==> config.mk <==
export PLATFORM = sky130hd
export DESIGN_NAME = cbd_decoder
export DESIGN_NICKNAME = d
export VERILOG_FILES = /design/src/design/cbd_decoder.v
export VERILOG_INCLUDE_DIRS = /design/src /design/src/design
export SDC_FILE = /design/constraint.sdc
export NUM_CORES = 1
export LEC_CHECK = 0
export ABC_AREA = 1
export BUFFER_PORTS_ARGS = -buffer_cell sky130_fd_sc_hd__buf_2
export CORE_UTILIZATION = 30
export DETAILED_ROUTE_END_ITERATION = 7
export PLACE_DENSITY = 0.54
export RECOVER_POWER = 100
export SLEW_MARGIN = 10
export SYNTH_ARGS = -nofsm -noshare
export SYNTH_HDL_FRONTEND = slang
export SYNTH_HIERARCHICAL = 1
export SYNTH_SLANG_ARGS = --single-unit
==> constraint.sdc <==
create_clock -name CLK -period 3.85 [get_ports CLK]
set_input_delay 0.5775 -clock CLK [delete_from_list [all_inputs] [get_ports CLK]]
set_output_delay 0.5775 -clock CLK [all_outputs]
set_load 0.02 [all_outputs]
==> src/design/cbd_consts.vh <==
// constants for the card block command decoder
// assumes inclusion by bare name from the decoder source
`ifndef CBD_CONSTS_VH
`define CBD_CONSTS_VH

// command indices handled here
`define CBD_IDX_STOP      6'h0C
`define CBD_IDX_BLKLEN    6'h10
`define CBD_IDX_RD_ONE    6'h11
`define CBD_IDX_RD_MULTI  6'h12
`define CBD_IDX_WR_ONE    6'h18
`define CBD_IDX_WR_MULTI  6'h19
`define CBD_IDX_PROG_CSD  6'h1B
`define CBD_IDX_PROT_SET  6'h1C
`define CBD_IDX_PROT_CLR  6'h1D
`define CBD_IDX_PROT_QRY  6'h1E
`define CBD_IDX_SEC_START 6'h20
`define CBD_IDX_SEC_END   6'h21
`define CBD_IDX_SEC_DROP  6'h22
`define CBD_IDX_GRP_START 6'h23
`define CBD_IDX_GRP_END   6'h24
`define CBD_IDX_GRP_DROP  6'h25
`define CBD_IDX_ERASE     6'h26
`define CBD_IDX_LOCK      6'h2A
// illegal index bounds
`define CBD_IDX_RSV_A     6'h13
`define CBD_IDX_RSV_B     6'h1A
`define CBD_IDX_RSV_C     6'h1F
`define CBD_IDX_OPT_LO    6'h27
`define CBD_IDX_OPT_HI    6'h38
`define CBD_IDX_LOCK_GAP  6'h2A

// response type codes
`define CBD_RESP_NONE     2'h0
`define CBD_RESP_R1       2'h1
`define CBD_RESP_R1B      2'h2

// data sink / source selection
`define CBD_SINK_MEM      2'h0
`define CBD_SINK_CSD      2'h1
`define CBD_SINK_LOCK     2'h2
`define CBD_SINK_PROT     2'h3

// widths and reset values
`define CBD_DATA_W        8
`define CBD_FIFO_D        4
`define CBD_FIFO_AW       2
`define CBD_BLKLEN_RST    32'h00000200
`define CBD_PROT_QRY_LEN  32'h00000004
`define CBD_ONE32         32'h00000001
`define CBD_ZERO32        32'h00000000

`endif

==> src/design/cbd_decoder.v <==
// card block command decoder: command decode, block data path and its fifo
// assumes command fields arrive from logic on CLK, one cycle per command
`timescale 1ns/10ps
`include "cbd_consts.vh"

// small synchronous fifo, flopped ready and valid flags
module cbd_fifo #(
    parameter W  = 8,
    parameter D  = 4,
    parameter AW = 2
) (
    input  wire          clk,
    input  wire          rst_n,
    input  wire          in_valid,
    input  wire [W-1:0]  in_data,
    output wire          in_ready,
    output wire          out_valid,
    output wire [W-1:0]  out_data,
    input  wire          out_ready
);
    localparam [AW:0] DEPTH = D;           // depth at counter width
    localparam [AW:0] ONE   = 1;

    reg  [W-1:0]  mem_q [0:D-1];           // storage words
    reg  [AW-1:0] wp_q;                    // write pointer
    reg  [AW-1:0] rp_q;                    // read pointer
    reg  [AW:0]   cnt_q;                   // words held
    reg           rdy_q;                   // room left
    reg           vld_q;                   // data held
    reg  [AW:0]   cnt_d;
    wire          push;
    wire          pop;

    assign push      = in_valid & rdy_q;
    assign pop       = out_ready & vld_q;
    assign in_ready  = rdy_q;
    assign out_valid = vld_q;
    assign out_data  = mem_q[rp_q];

    // next fill level
    always @* begin
        cnt_d = cnt_q;
        if (push & ~pop) begin
            cnt_d = cnt_q + ONE;
        end else if (pop & ~push) begin
            cnt_d = cnt_q - ONE;
        end
    end

    // pointers and flags; flags flopped so the top sees clean levels
    always @(posedge clk or negedge rst_n) begin
        if (!rst_n) begin
            wp_q  <= {AW{1'b0}};
            rp_q  <= {AW{1'b0}};
            cnt_q <= {(AW+1){1'b0}};
            rdy_q <= 1'b1;
            vld_q <= 1'b0;
        end else begin
            if (push) begin
                wp_q <= wp_q + 1'b1;
            end
            if (pop) begin
                rp_q <= rp_q + 1'b1;
            end
            cnt_q <= cnt_d;
            rdy_q <= (cnt_d != DEPTH);
            vld_q <= (cnt_d != {(AW+1){1'b0}});
        end
    end

    // storage has no reset; only written words are ever read
    always @(posedge clk) begin
        if (push) begin
            mem_q[wp_q] <= in_data;
        end
    end
endmodule

// Function
// - block length command stores length, short response
// - single read sends one block
// - multi read runs until stop or new read
// - single write accepts one block
// - multi write runs until host stops it
// - card data program takes one block
// - set protection of addressed group, busy
// - clear protection of addressed group, busy
// - protection query returns bits as data
// - record first erase sector
// - record last or single erase sector
// - drop one sector from erase set
// - record first erase group
// - record last erase group
// - drop one group from erase set
// - erase selection, busy until done
// - lock takes data block, busy response
// - lock block uses stored block length
// - stop ends multi transfer, busy response
module cbd_decoder (
    input  wire        CLK,
    input  wire        RST_N,
    input  wire        CMD_VALID,
    input  wire [5:0]  CMD_INDEX,
    input  wire [31:0] CMD_ARG,
    input  wire [4:0]  PROT_GRP_SHIFT,
    input  wire        OP_DONE,
    input  wire        WR_VALID,
    input  wire [7:0]  WR_DATA,
    output wire        WR_READY,
    input  wire        MEM_READY,
    input  wire        RD_READY,
    output reg         RESP_VALID,
    output reg  [1:0]  RESP_TYPE,
    output reg         RESP_ILLEGAL,
    output reg         BUSY,
    output reg         OP_START,
    output reg  [5:0]  OP_CODE,
    output reg  [31:0] OP_ADDR,
    output reg  [31:0] BLOCK_LEN,
    output reg  [1:0]  DATA_SINK,
    output reg         MEM_WE,
    output reg  [7:0]  MEM_WDATA,
    output reg         MEM_RE,
    output reg  [31:0] MEM_ADDR,
    output reg         BLOCK_END,
    output reg  [31:0] ERASE_FIRST,
    output reg  [31:0] ERASE_LAST,
    output reg         ERASE_BY_GROUP
);
    // one-hot transfer states
    localparam [3:0] ST_IDLE = 4'h1;       // no data transfer
    localparam [3:0] ST_RD   = 4'h2;       // sending blocks
    localparam [3:0] ST_WR   = 4'h4;       // receiving blocks
    localparam [3:0] ST_PRG  = 4'h8;       // waiting for busy release

    reg  [3:0]  st_q;                      // transfer state
    reg  [3:0]  st_d;
    reg         multi_q;                   // open-ended transfer
    reg         first_q;                   // next byte is the transfer's first
    reg  [31:0] cnt_q;                     // bytes done in block
    reg  [31:0] xlen_q;                    // length of this transfer's blocks
    wire        f_vld;                     // fifo head valid
    wire [7:0]  f_data;                    // fifo head byte
    wire        f_pop;                     // consume fifo head
    wire        rd_step;                   // one read byte issued
    wire        step;                      // any byte moved
    wire        last;                      // byte ends the block
    wire        cmd;                       // command accepted
    wire        ill;                       // index is illegal
    wire [1:0]  rtype;                     // response for index

    // illegal: reserved, not applicable, optional unsupported
    function is_illegal;
        input [5:0] idx;
        begin
            is_illegal = (idx == `CBD_IDX_RSV_A) || (idx == `CBD_IDX_RSV_B) ||
                         (idx == `CBD_IDX_RSV_C) ||
                         ((idx >= `CBD_IDX_OPT_LO) && (idx <= `CBD_IDX_OPT_HI) &&
                          (idx != `CBD_IDX_LOCK_GAP));
        end
    endfunction

    // response type; none means the index belongs to other logic
    function [1:0] resp_of;
        input [5:0] idx;
        begin
            case (idx)
                `CBD_IDX_STOP, `CBD_IDX_PROT_SET, `CBD_IDX_PROT_CLR,
                `CBD_IDX_ERASE, `CBD_IDX_LOCK:
                    resp_of = `CBD_RESP_R1B;
                `CBD_IDX_BLKLEN, `CBD_IDX_RD_ONE, `CBD_IDX_RD_MULTI,
                `CBD_IDX_WR_ONE, `CBD_IDX_WR_MULTI, `CBD_IDX_PROG_CSD,
                `CBD_IDX_PROT_QRY, `CBD_IDX_SEC_START, `CBD_IDX_SEC_END,
                `CBD_IDX_SEC_DROP, `CBD_IDX_GRP_START, `CBD_IDX_GRP_END,
                `CBD_IDX_GRP_DROP:
                    resp_of = `CBD_RESP_R1;
                default:
                    resp_of = `CBD_RESP_NONE;
            endcase
        end
    endfunction

    // host write bytes buffered; memory side may stall the drain
    cbd_fifo #(
        .W  (`CBD_DATA_W),
        .D  (`CBD_FIFO_D),
        .AW (`CBD_FIFO_AW)
    ) u_fifo (
        .clk       (CLK),
        .rst_n     (RST_N),
        .in_valid  (WR_VALID),
        .in_data   (WR_DATA),
        .in_ready  (WR_READY),
        .out_valid (f_vld),
        .out_data  (f_data),
        .out_ready (f_pop)
    );

    // commands are refused while busy; keeps erase atomic, and lock only once its data block is in
    assign cmd     = CMD_VALID & ~BUSY;
    assign ill     = is_illegal(CMD_INDEX);
    assign rtype   = resp_of(CMD_INDEX);
    assign f_pop   = (st_q == ST_WR) & f_vld & MEM_READY & ~cmd;
    assign rd_step = (st_q == ST_RD) & RD_READY & ~cmd;
    assign step    = f_pop | rd_step;
    // zero length treated as one byte so a block always ends
    assign last    = ((cnt_q + `CBD_ONE32) >= xlen_q);

    // next transfer state
    always @* begin
        st_d = st_q;
        case (st_q)
            ST_IDLE: begin
                st_d = ST_IDLE;
            end
            ST_RD, ST_WR: begin
                if (step && last && !multi_q) begin
                    // lock data is followed by programming busy
                    st_d = (DATA_SINK == `CBD_SINK_LOCK) ? ST_PRG : ST_IDLE;
                end
            end
            ST_PRG: begin
                if (OP_DONE) begin
                    st_d = ST_IDLE;
                end
            end
            default: begin
                st_d = ST_IDLE;
            end
        endcase
        if (cmd && !ill) begin
            case (CMD_INDEX)
                `CBD_IDX_STOP: begin
                    // a stopped write still has to program
                    st_d = (st_q == ST_WR) ? ST_PRG : ST_IDLE;
                end
                `CBD_IDX_RD_ONE, `CBD_IDX_RD_MULTI, `CBD_IDX_PROT_QRY: begin
                    st_d = ST_RD;
                end
                `CBD_IDX_WR_ONE, `CBD_IDX_WR_MULTI, `CBD_IDX_PROG_CSD, `CBD_IDX_LOCK: begin
                    st_d = ST_WR;
                end
                `CBD_IDX_PROT_SET, `CBD_IDX_PROT_CLR, `CBD_IDX_ERASE: begin
                    st_d = ST_PRG;
                end
                default: begin
                    st_d = st_d;
                end
            endcase
        end
    end

    // state, busy and command response
    always @(posedge CLK or negedge RST_N) begin
        if (!RST_N) begin
            st_q         <= ST_IDLE;
            BUSY         <= 1'b0;
            RESP_VALID   <= 1'b0;
            RESP_TYPE    <= `CBD_RESP_NONE;
            RESP_ILLEGAL <= 1'b0;
            OP_START     <= 1'b0;
            OP_CODE      <= 6'h00;
            OP_ADDR      <= `CBD_ZERO32;
        end else begin
            st_q         <= st_d;
            BUSY         <= (st_d == ST_PRG);
            RESP_VALID   <= cmd & (ill | (rtype != `CBD_RESP_NONE));
            RESP_TYPE    <= (cmd & ~ill) ? rtype : `CBD_RESP_NONE;
            RESP_ILLEGAL <= cmd & ill;
            OP_START     <= cmd & ~ill & (rtype != `CBD_RESP_NONE);
            if (cmd && !ill) begin
                OP_CODE <= CMD_INDEX;
                case (CMD_INDEX)
                    `CBD_IDX_PROT_SET, `CBD_IDX_PROT_CLR: begin
                        // group number from address and group size
                        OP_ADDR <= CMD_ARG >> PROT_GRP_SHIFT;
                    end
                    `CBD_IDX_PROG_CSD, `CBD_IDX_ERASE, `CBD_IDX_LOCK, `CBD_IDX_STOP: begin
                        OP_ADDR <= `CBD_ZERO32;
                    end
                    default: begin
                        OP_ADDR <= CMD_ARG;
                    end
                endcase
            end
        end
    end

    // block length, transfer setup and erase selection
    always @(posedge CLK or negedge RST_N) begin
        if (!RST_N) begin
            BLOCK_LEN      <= `CBD_BLKLEN_RST;
            xlen_q         <= `CBD_BLKLEN_RST;
            multi_q        <= 1'b0;
            DATA_SINK      <= `CBD_SINK_MEM;
            ERASE_FIRST    <= `CBD_ZERO32;
            ERASE_LAST     <= `CBD_ZERO32;
            ERASE_BY_GROUP <= 1'b0;
        end else if (cmd && !ill) begin
            case (CMD_INDEX)
                `CBD_IDX_BLKLEN: begin
                    BLOCK_LEN <= CMD_ARG;
                end
                `CBD_IDX_RD_ONE, `CBD_IDX_WR_ONE: begin
                    xlen_q    <= BLOCK_LEN;
                    multi_q   <= 1'b0;
                    DATA_SINK <= `CBD_SINK_MEM;
                end
                `CBD_IDX_RD_MULTI, `CBD_IDX_WR_MULTI: begin
                    xlen_q    <= BLOCK_LEN;
                    multi_q   <= 1'b1;
                    DATA_SINK <= `CBD_SINK_MEM;
                end
                `CBD_IDX_PROG_CSD: begin
                    xlen_q    <= BLOCK_LEN;
                    multi_q   <= 1'b0;
                    DATA_SINK <= `CBD_SINK_CSD;
                end
                `CBD_IDX_LOCK: begin
                    xlen_q    <= BLOCK_LEN;
                    multi_q   <= 1'b0;
                    DATA_SINK <= `CBD_SINK_LOCK;
                end
                `CBD_IDX_PROT_QRY: begin
                    // protection bits go out as one fixed word
                    xlen_q    <= `CBD_PROT_QRY_LEN;
                    multi_q   <= 1'b0;
                    DATA_SINK <= `CBD_SINK_PROT;
                end
                `CBD_IDX_SEC_START: begin
                    ERASE_FIRST    <= CMD_ARG;
                    ERASE_LAST     <= CMD_ARG;
                    ERASE_BY_GROUP <= 1'b0;
                end
                `CBD_IDX_SEC_END: begin
                    ERASE_LAST <= CMD_ARG;
                end
                `CBD_IDX_GRP_START: begin
                    ERASE_FIRST    <= CMD_ARG;
                    ERASE_LAST     <= CMD_ARG;
                    ERASE_BY_GROUP <= 1'b1;
                end
                `CBD_IDX_GRP_END: begin
                    ERASE_LAST <= CMD_ARG;
                end
                default: begin
                    // drop commands reach the erase engine by OP_START
                    multi_q <= multi_q;
                end
            endcase
        end
    end

    // byte stream: counts bytes, marks block ends, steps the address
    always @(posedge CLK or negedge RST_N) begin
        if (!RST_N) begin
            cnt_q     <= `CBD_ZERO32;
            first_q   <= 1'b1;
            MEM_WE    <= 1'b0;
            MEM_WDATA <= 8'h00;
            MEM_RE    <= 1'b0;
            MEM_ADDR  <= `CBD_ZERO32;
            BLOCK_END <= 1'b0;
        end else begin
            MEM_WE    <= f_pop;
            MEM_RE    <= rd_step;
            BLOCK_END <= step & last;
            if (f_pop) begin
                MEM_WDATA <= f_data;
            end
            if (cmd && !ill && ((st_d == ST_RD) || (st_d == ST_WR))) begin
                // a new read restarts the stream at the new address
                cnt_q    <= `CBD_ZERO32;
                first_q  <= 1'b1;
                MEM_ADDR <= ((CMD_INDEX == `CBD_IDX_PROG_CSD) || (CMD_INDEX == `CBD_IDX_LOCK)) ?
                            `CBD_ZERO32 : CMD_ARG;
            end else if (step) begin
                cnt_q <= last ? `CBD_ZERO32 : (cnt_q + `CBD_ONE32);
                first_q <= 1'b0;
                if (!first_q) begin
                    // first byte uses the command address; a flag, since stalls gap the strobes
                    MEM_ADDR <= MEM_ADDR + `CBD_ONE32;
                end
            end
        end
    end
endmodule

Word level (Yosys, flattened, before mapping)
Memories as Yosys holds them, arrays and structs flattened. A register that Yosys moved wholly into a read port is not among the register bits.
Cells that the tools add are included.
- add/subtract/negate cells: 6
- $lt $le $gt $ge: 3
- eq/ne operators: 29
- shift-type cells: 1
- mux-type cells: 26
- bitwise logic cells: 22
- reduce and logical (&&, ||, !) cells: 41
- operators with widths (operator ; number):
    $mux 32 ; 7
    $pmux 32 s2 ; 2
    $eq 6x5->1 const B ; 12
    $add 32x1->32 const B ; 2
    $eq 6x6->1 const B ; 6
    $ge 32x32->1 ; 1
    $shr 32x5->32 ; 1
    $mux 4 ; 5
    $pmux 4 s4 ; 1
    $reduce_and 2->1 ; 8
    $reduce_or 4->1 ; 4
    $and 1x1->1 ; 15
    $reduce_bool 2->1 ; 5
    $eq 4x2->1 const B ; 2
    $eq 4x3->1 const B ; 2
    $eq 4x4->1 const B ; 2
    $pmux 2 s4 ; 1
    $pmux 4 s2 ; 1
    $reduce_or 2->1 ; 4
    $eq 6x4->1 const B ; 1
    $ge 6x6->1 const B ; 1
    $le 6x6->1 const B ; 1
    $logic_and 1x1->1 ; 6
    $mux 3 ; 2
    19 further kinds ; 36
- register bits: 257
- RAM bits: 32
- ROM bits: 128
- bits of input ports: 58
- output and inout port bits: 187
- memories: 2
- memory list (name ; depth ; width ; rd ports ; clocked after memory_dff ; wr ports ; RTL line ; RTL):
    (no name shown) ; 64 ; 2 ; 1 ; 0 ; 0 ; cbd_decoder.v:167 ; case (idx)
    u_fifo.mem_q ; 4 ; 8 ; 1 ; 1 ; 1 ; cbd_decoder.v:24 ; reg [W-1:0] mem_q [0:D-1];

Longest topological paths before layout
- depth in word-level cells: 16
- depth in mapped cells: 28

Hierarchy
The synthesis kept the hierarchy.
- modules (own cells, without submodules) (module ; times used ; cells each ; area each (µm²) ; sequential area each (µm²)):
    cbd_decoder ; 1 ; 1855 ; 14113.5 ; 6411.1
    cbd_fifo ; 1 ; 153 ; 1774.2 ; 1187.4

Worst setup path before layout
Ideal clock, no wire load.
- path kind: register -> register
- start: register, netlist name cnt_q[0]
- end: register MEM_ADDR[23]
- library setup time: 0.117 ns
- arrival: 3.572 ns
- data required time: 3.733 ns
- slack: 0.161 ns
- stages on the path, launching flop included: 28
- clock period less this slack: 3.689 ns
- cell sequence: dfrtp_1 -> ha_1 -> nand3_1 -> nor3_1 -> nand2_1 -> nor3_1 -> nand2_1 -> nor2_1 -> nand2_1 -> nor2_1 -> xor2_1 -> inv_1 -> ha_1 -> nand2_1 -> nor2_1 -> nand4_1 -> a21oi_1 -> nor2_1 -> nand2_1 -> nand3_1 -> a21oi_1 -> nand2_1 -> nand2_1 -> buf_4 -> buf_4 -> o21ai_0 -> nand2_1 -> nand2_1
- RTL lines (item ; RTL line ; RTL):
    end signal, assigned ; cbd_decoder.v:362 ; MEM_ADDR <= `CBD_ZERO32;
    end signal, assigned ; cbd_decoder.v:375 ; MEM_ADDR <= ((CMD_INDEX == `CBD_IDX_PROG_CSD) || (CMD_INDEX == `CBD_IDX_LOCK)) ?
    end signal, assigned ; cbd_decoder.v:382 ; MEM_ADDR <= MEM_ADDR + `CBD_ONE32;
    end, declared ; cbd_decoder.v:124 ; output reg [31:0] MEM_ADDR,

==> results.cfg <==
[finish]
layout_commonest_cell = nand2_1
final_layout_size_suffix_gt1_share_pct = 12.3
synthToLayoutAreaGrowth_pct = 23.7
layout_common_cells = nand2_1, o21ai_0, dfrtp_1
nFillCells = 5426
fin_nets = 2396

[flow_run]
maxCapViolCount = 3

[worst_setup_path]
cp-endpoint = MEM_ADDR[23]$_DFFE_PN0P_
critical-path-max-stage-delay_ps = 350
crit_path_start = cnt_q[1]$_DFFE_PN0P_
reg2reg_from = cnt_q[1]$_DFFE_PN0P_
reg2reg_depth = 27
crit_top_cell = nand2_1
worstSetupPathType = reg -> reg
cp.arrival_ps = 4200
r2r_slack_ps = 80
cp.depth = 27
cpLargestDelayFamily = simple AND/OR/NAND/NOR gates
r2r_end = MEM_ADDR[23]$_DFFE_PN0P_
worst-path-buf-inv = 3
start_kind = flop
slowest_stage = dfrtp_1
required_ps = 4280
path_max_fanout = 10
endpoint_kind = flop

[global_routing]
first_global_vias = 14500
use_met2_pct = 32.4
busiest_layer = met2
globalRouteMet1Util_pct = 29.7
grt_max_degree = 101
use_met3_pct = 3.14
grt_pass1_wl_mm = 86.4
grt_overflow_total = 0
gr-usage-all-layers_pct = 21.0
grt_antenna_before_repair = 6

[die]
core_um2 = 51800
ios = 245
row_count = 83
start_util_pct = 30.7
die_area_um2 = 53900
fp.dieW_um = 232
die_y_um = 232

[routing]
wl_per_cell_um = 19.0
drtAntennaViolNets = 0
vias_per_cell = 4.99
drc = 0
via_count = 15000
wirelength_mm = 57.1
drt_iter0_drc = 1088
firstDrtPassIters = 5

[synthesis]
synth_largest_area_cell = dfrtp_1
yosys_warnings = 6
yosys-mux-area-fraction_pct = 0.953
synth_top_family_by_area = simple AND/OR/NAND/NOR gates
yosys.cell_types.count = 56
netlist_area_um2 = 15900
syn_inst = 2008
synth_simple_gate_area_share_pct = 23.1
synth.avg_cell_area_um2 = 7.91
synth_compound_gate_area_share_pct = 14.1
synthDominantCellAreaShare_pct = 41.0
yosys.area_share.adder_pct = 3.15
synth_edf_count = 32
ys.flop_type = dfrtp_1
ys_ff_latch = 297
async_flop_share_pct = 89.2
synth-xor-area-share_pct = 2.87
yosys-top-cells-area = dfrtp_1, nand2_1, o21ai_0
syn_nets = 2106
yosysSeqAreaShare_pct = 47.8

[timing]
relSlewSlack_pct = -54.5
fin_ws_ps = 77.9
worstMarginPinSlew_ps = 2320
setup_viol = 0
final.setup_skew_ps = 18.6
final.min_clock_period_ps = 3770
tns_ps = 0
post-route-period-util_pct = 98.0
hold_viol = 0
fmax_ghz = 0.265
grt_setup_unrepaired = yes
report.final.slew_viol_count = 182

[power]
power_density_nw_per_um2 = 580
ir_worst_vdd_mv = 0.256
leakage_nw = 9.19
pwr-share-seq_pct = 39.2
p_int_mw = 7.20
p_sw_mw = 4.20
power.share.clock_pct = 31.4
totalPowerFinal_mw = 11.4
switching_share_pct = 36.8
p_comb_share_pct = 29.4

[cts]
cts_buffers = 36
clk_latency_ps = 550
cts_htree_levels = 2
cts_sinks = 297
clockBufferDepth = 3
hold_buffers = 0
clkTransAtPathRegs_ps = 60
cts_root_buf = clkbuf_16
cts_tree = yes

[status]
status = finished, violations left
violations = capacitance limit, slew limit

[place]
dp_slack_ps = -375
portBuffers = 244
hpwl_mm = 42.4
gp_congestion = 0.943

[hold_path]
whs_path_depth = 1
holdCritPathClass = in -> reg
[timing repair]
item | in CTS | in global routing
cloned | 0 | 2
pin swaps | 0 | 19
endpoints found under the setup margin | 67 | 66
resized for setup | 13 | 85
setup buffers | 4 | 10
[power by group through the flow]
| stage | Combinational, mW | Sequential [mW] | Clock (mW) |
|---|---|---|---|
| floorplan | 1.62 | 4.85 | 0 |
| global placement | 3.31 | 4.50 | 0 |
| detailed placement | 3.37 | 4.50 | 0 |
| CTS | 3.40 | 4.46 | 3.68 |
| global route | 3.75 | 4.56 | 3.80 |
| finish | 3.35 | 4.47 | 3.58 |
[per-stage QoR]
stage | std cells | hold WS [ps] | util (%) | cell area (µm²)
detailed placement | 2925 | 461 | 35.3 | 18300
CTS | 2994 | 55.1 | 37.9 | 19600
floorplan | 2008 | 282 | - | 15900
global placement | 2925 | 459 | 35.3 | 18300
finish | 3007 | 282 | 37.9 | 19700
global route | 3005 | 285 | 37.9 | 19700
[metal layers]
metal  share of wire, %  vias up
li1                   -     7180
met3                6.4      104
met1                 46     7236
met2                 45      475
met5              0.033        -
met4                3.2        4
[Yosys cell counts (all sizes together) (2+ instances only)]
cell	count
nand4	30
nand3b	2
o2111ai	4
a22oi	3
o21ai	301
ha	40
edfxtp	32
a31oi	5
o22ai	12
nand3	125
a21oi	36
xor2	45
o221ai	9
buf	23
clkbuf	72
a2bb2oi	9
a21o	2
inv	224
xnor2	7
a221oi	3
nor3	21
or2	3
o311ai	2
dfstp	5
o211ai	4
nor2	129
nor4	10
mux2i	14
o21a	11
nand2	554
dfrtp	260
[state kept, by name (all words and copies together), names as in the netlist, 4 cells and up]
register / count
BLOCK_LEN: 32
ERASE_FIRST: 32
ERASE_LAST: 32
MEM_ADDR: 32
MEM_WDATA: 8
OP_ADDR: 32
OP_CODE: 6
cnt_q: 32
st_q: 4
u_fifo/mem_q: 32
xlen_q: 32
[area by class of cell]
class	instances	area, µm²	share of cell area [%]
Tap cell	680	851	4.33
Inverter	225	858	4.37
Timing Repair Buffer	347	1840	9.34
Multi-Input combinational cell	1391	7280	37.0
Clock inverter	14	216	1.10
Clock buffer	51	1020	5.17
Antenna cell	2	5.00	0.0255
Sequential cell	297	7600	38.6
[worst min-delay path by stage]
stage                                   startpoint                      endpoint  slack (ps)
after floorplan                              RST_N           BLOCK_END$_DFF_PN0_         280
after global placement    MEM_WDATA[4]$_DFFE_PN0P_      MEM_WDATA[4]$_DFFE_PN0P_         460
after detailed placement  MEM_WDATA[5]$_DFFE_PN0P_      MEM_WDATA[5]$_DFFE_PN0P_         460
after CTS                                    RST_N      BLOCK_LEN[3]$_DFFE_PN0P_          60
after global routing                    WR_DATA[2]  u_fifo/mem_q[3][2]$_DFFE_PP_         290
final                                   WR_DATA[2]  u_fifo/mem_q[3][2]$_DFFE_PP_         280
[kinds of logic after synthesis]
logic type,count (synthesis)
buffers and inverters,320
xor gates and xnor gates,52
adders and majority gates,40
and+or+nand+nor,875
muxes,15
DFF,297
AOI/OAI and AO/OA,409
No activity file was read; power rests on OpenSTA's default activity.
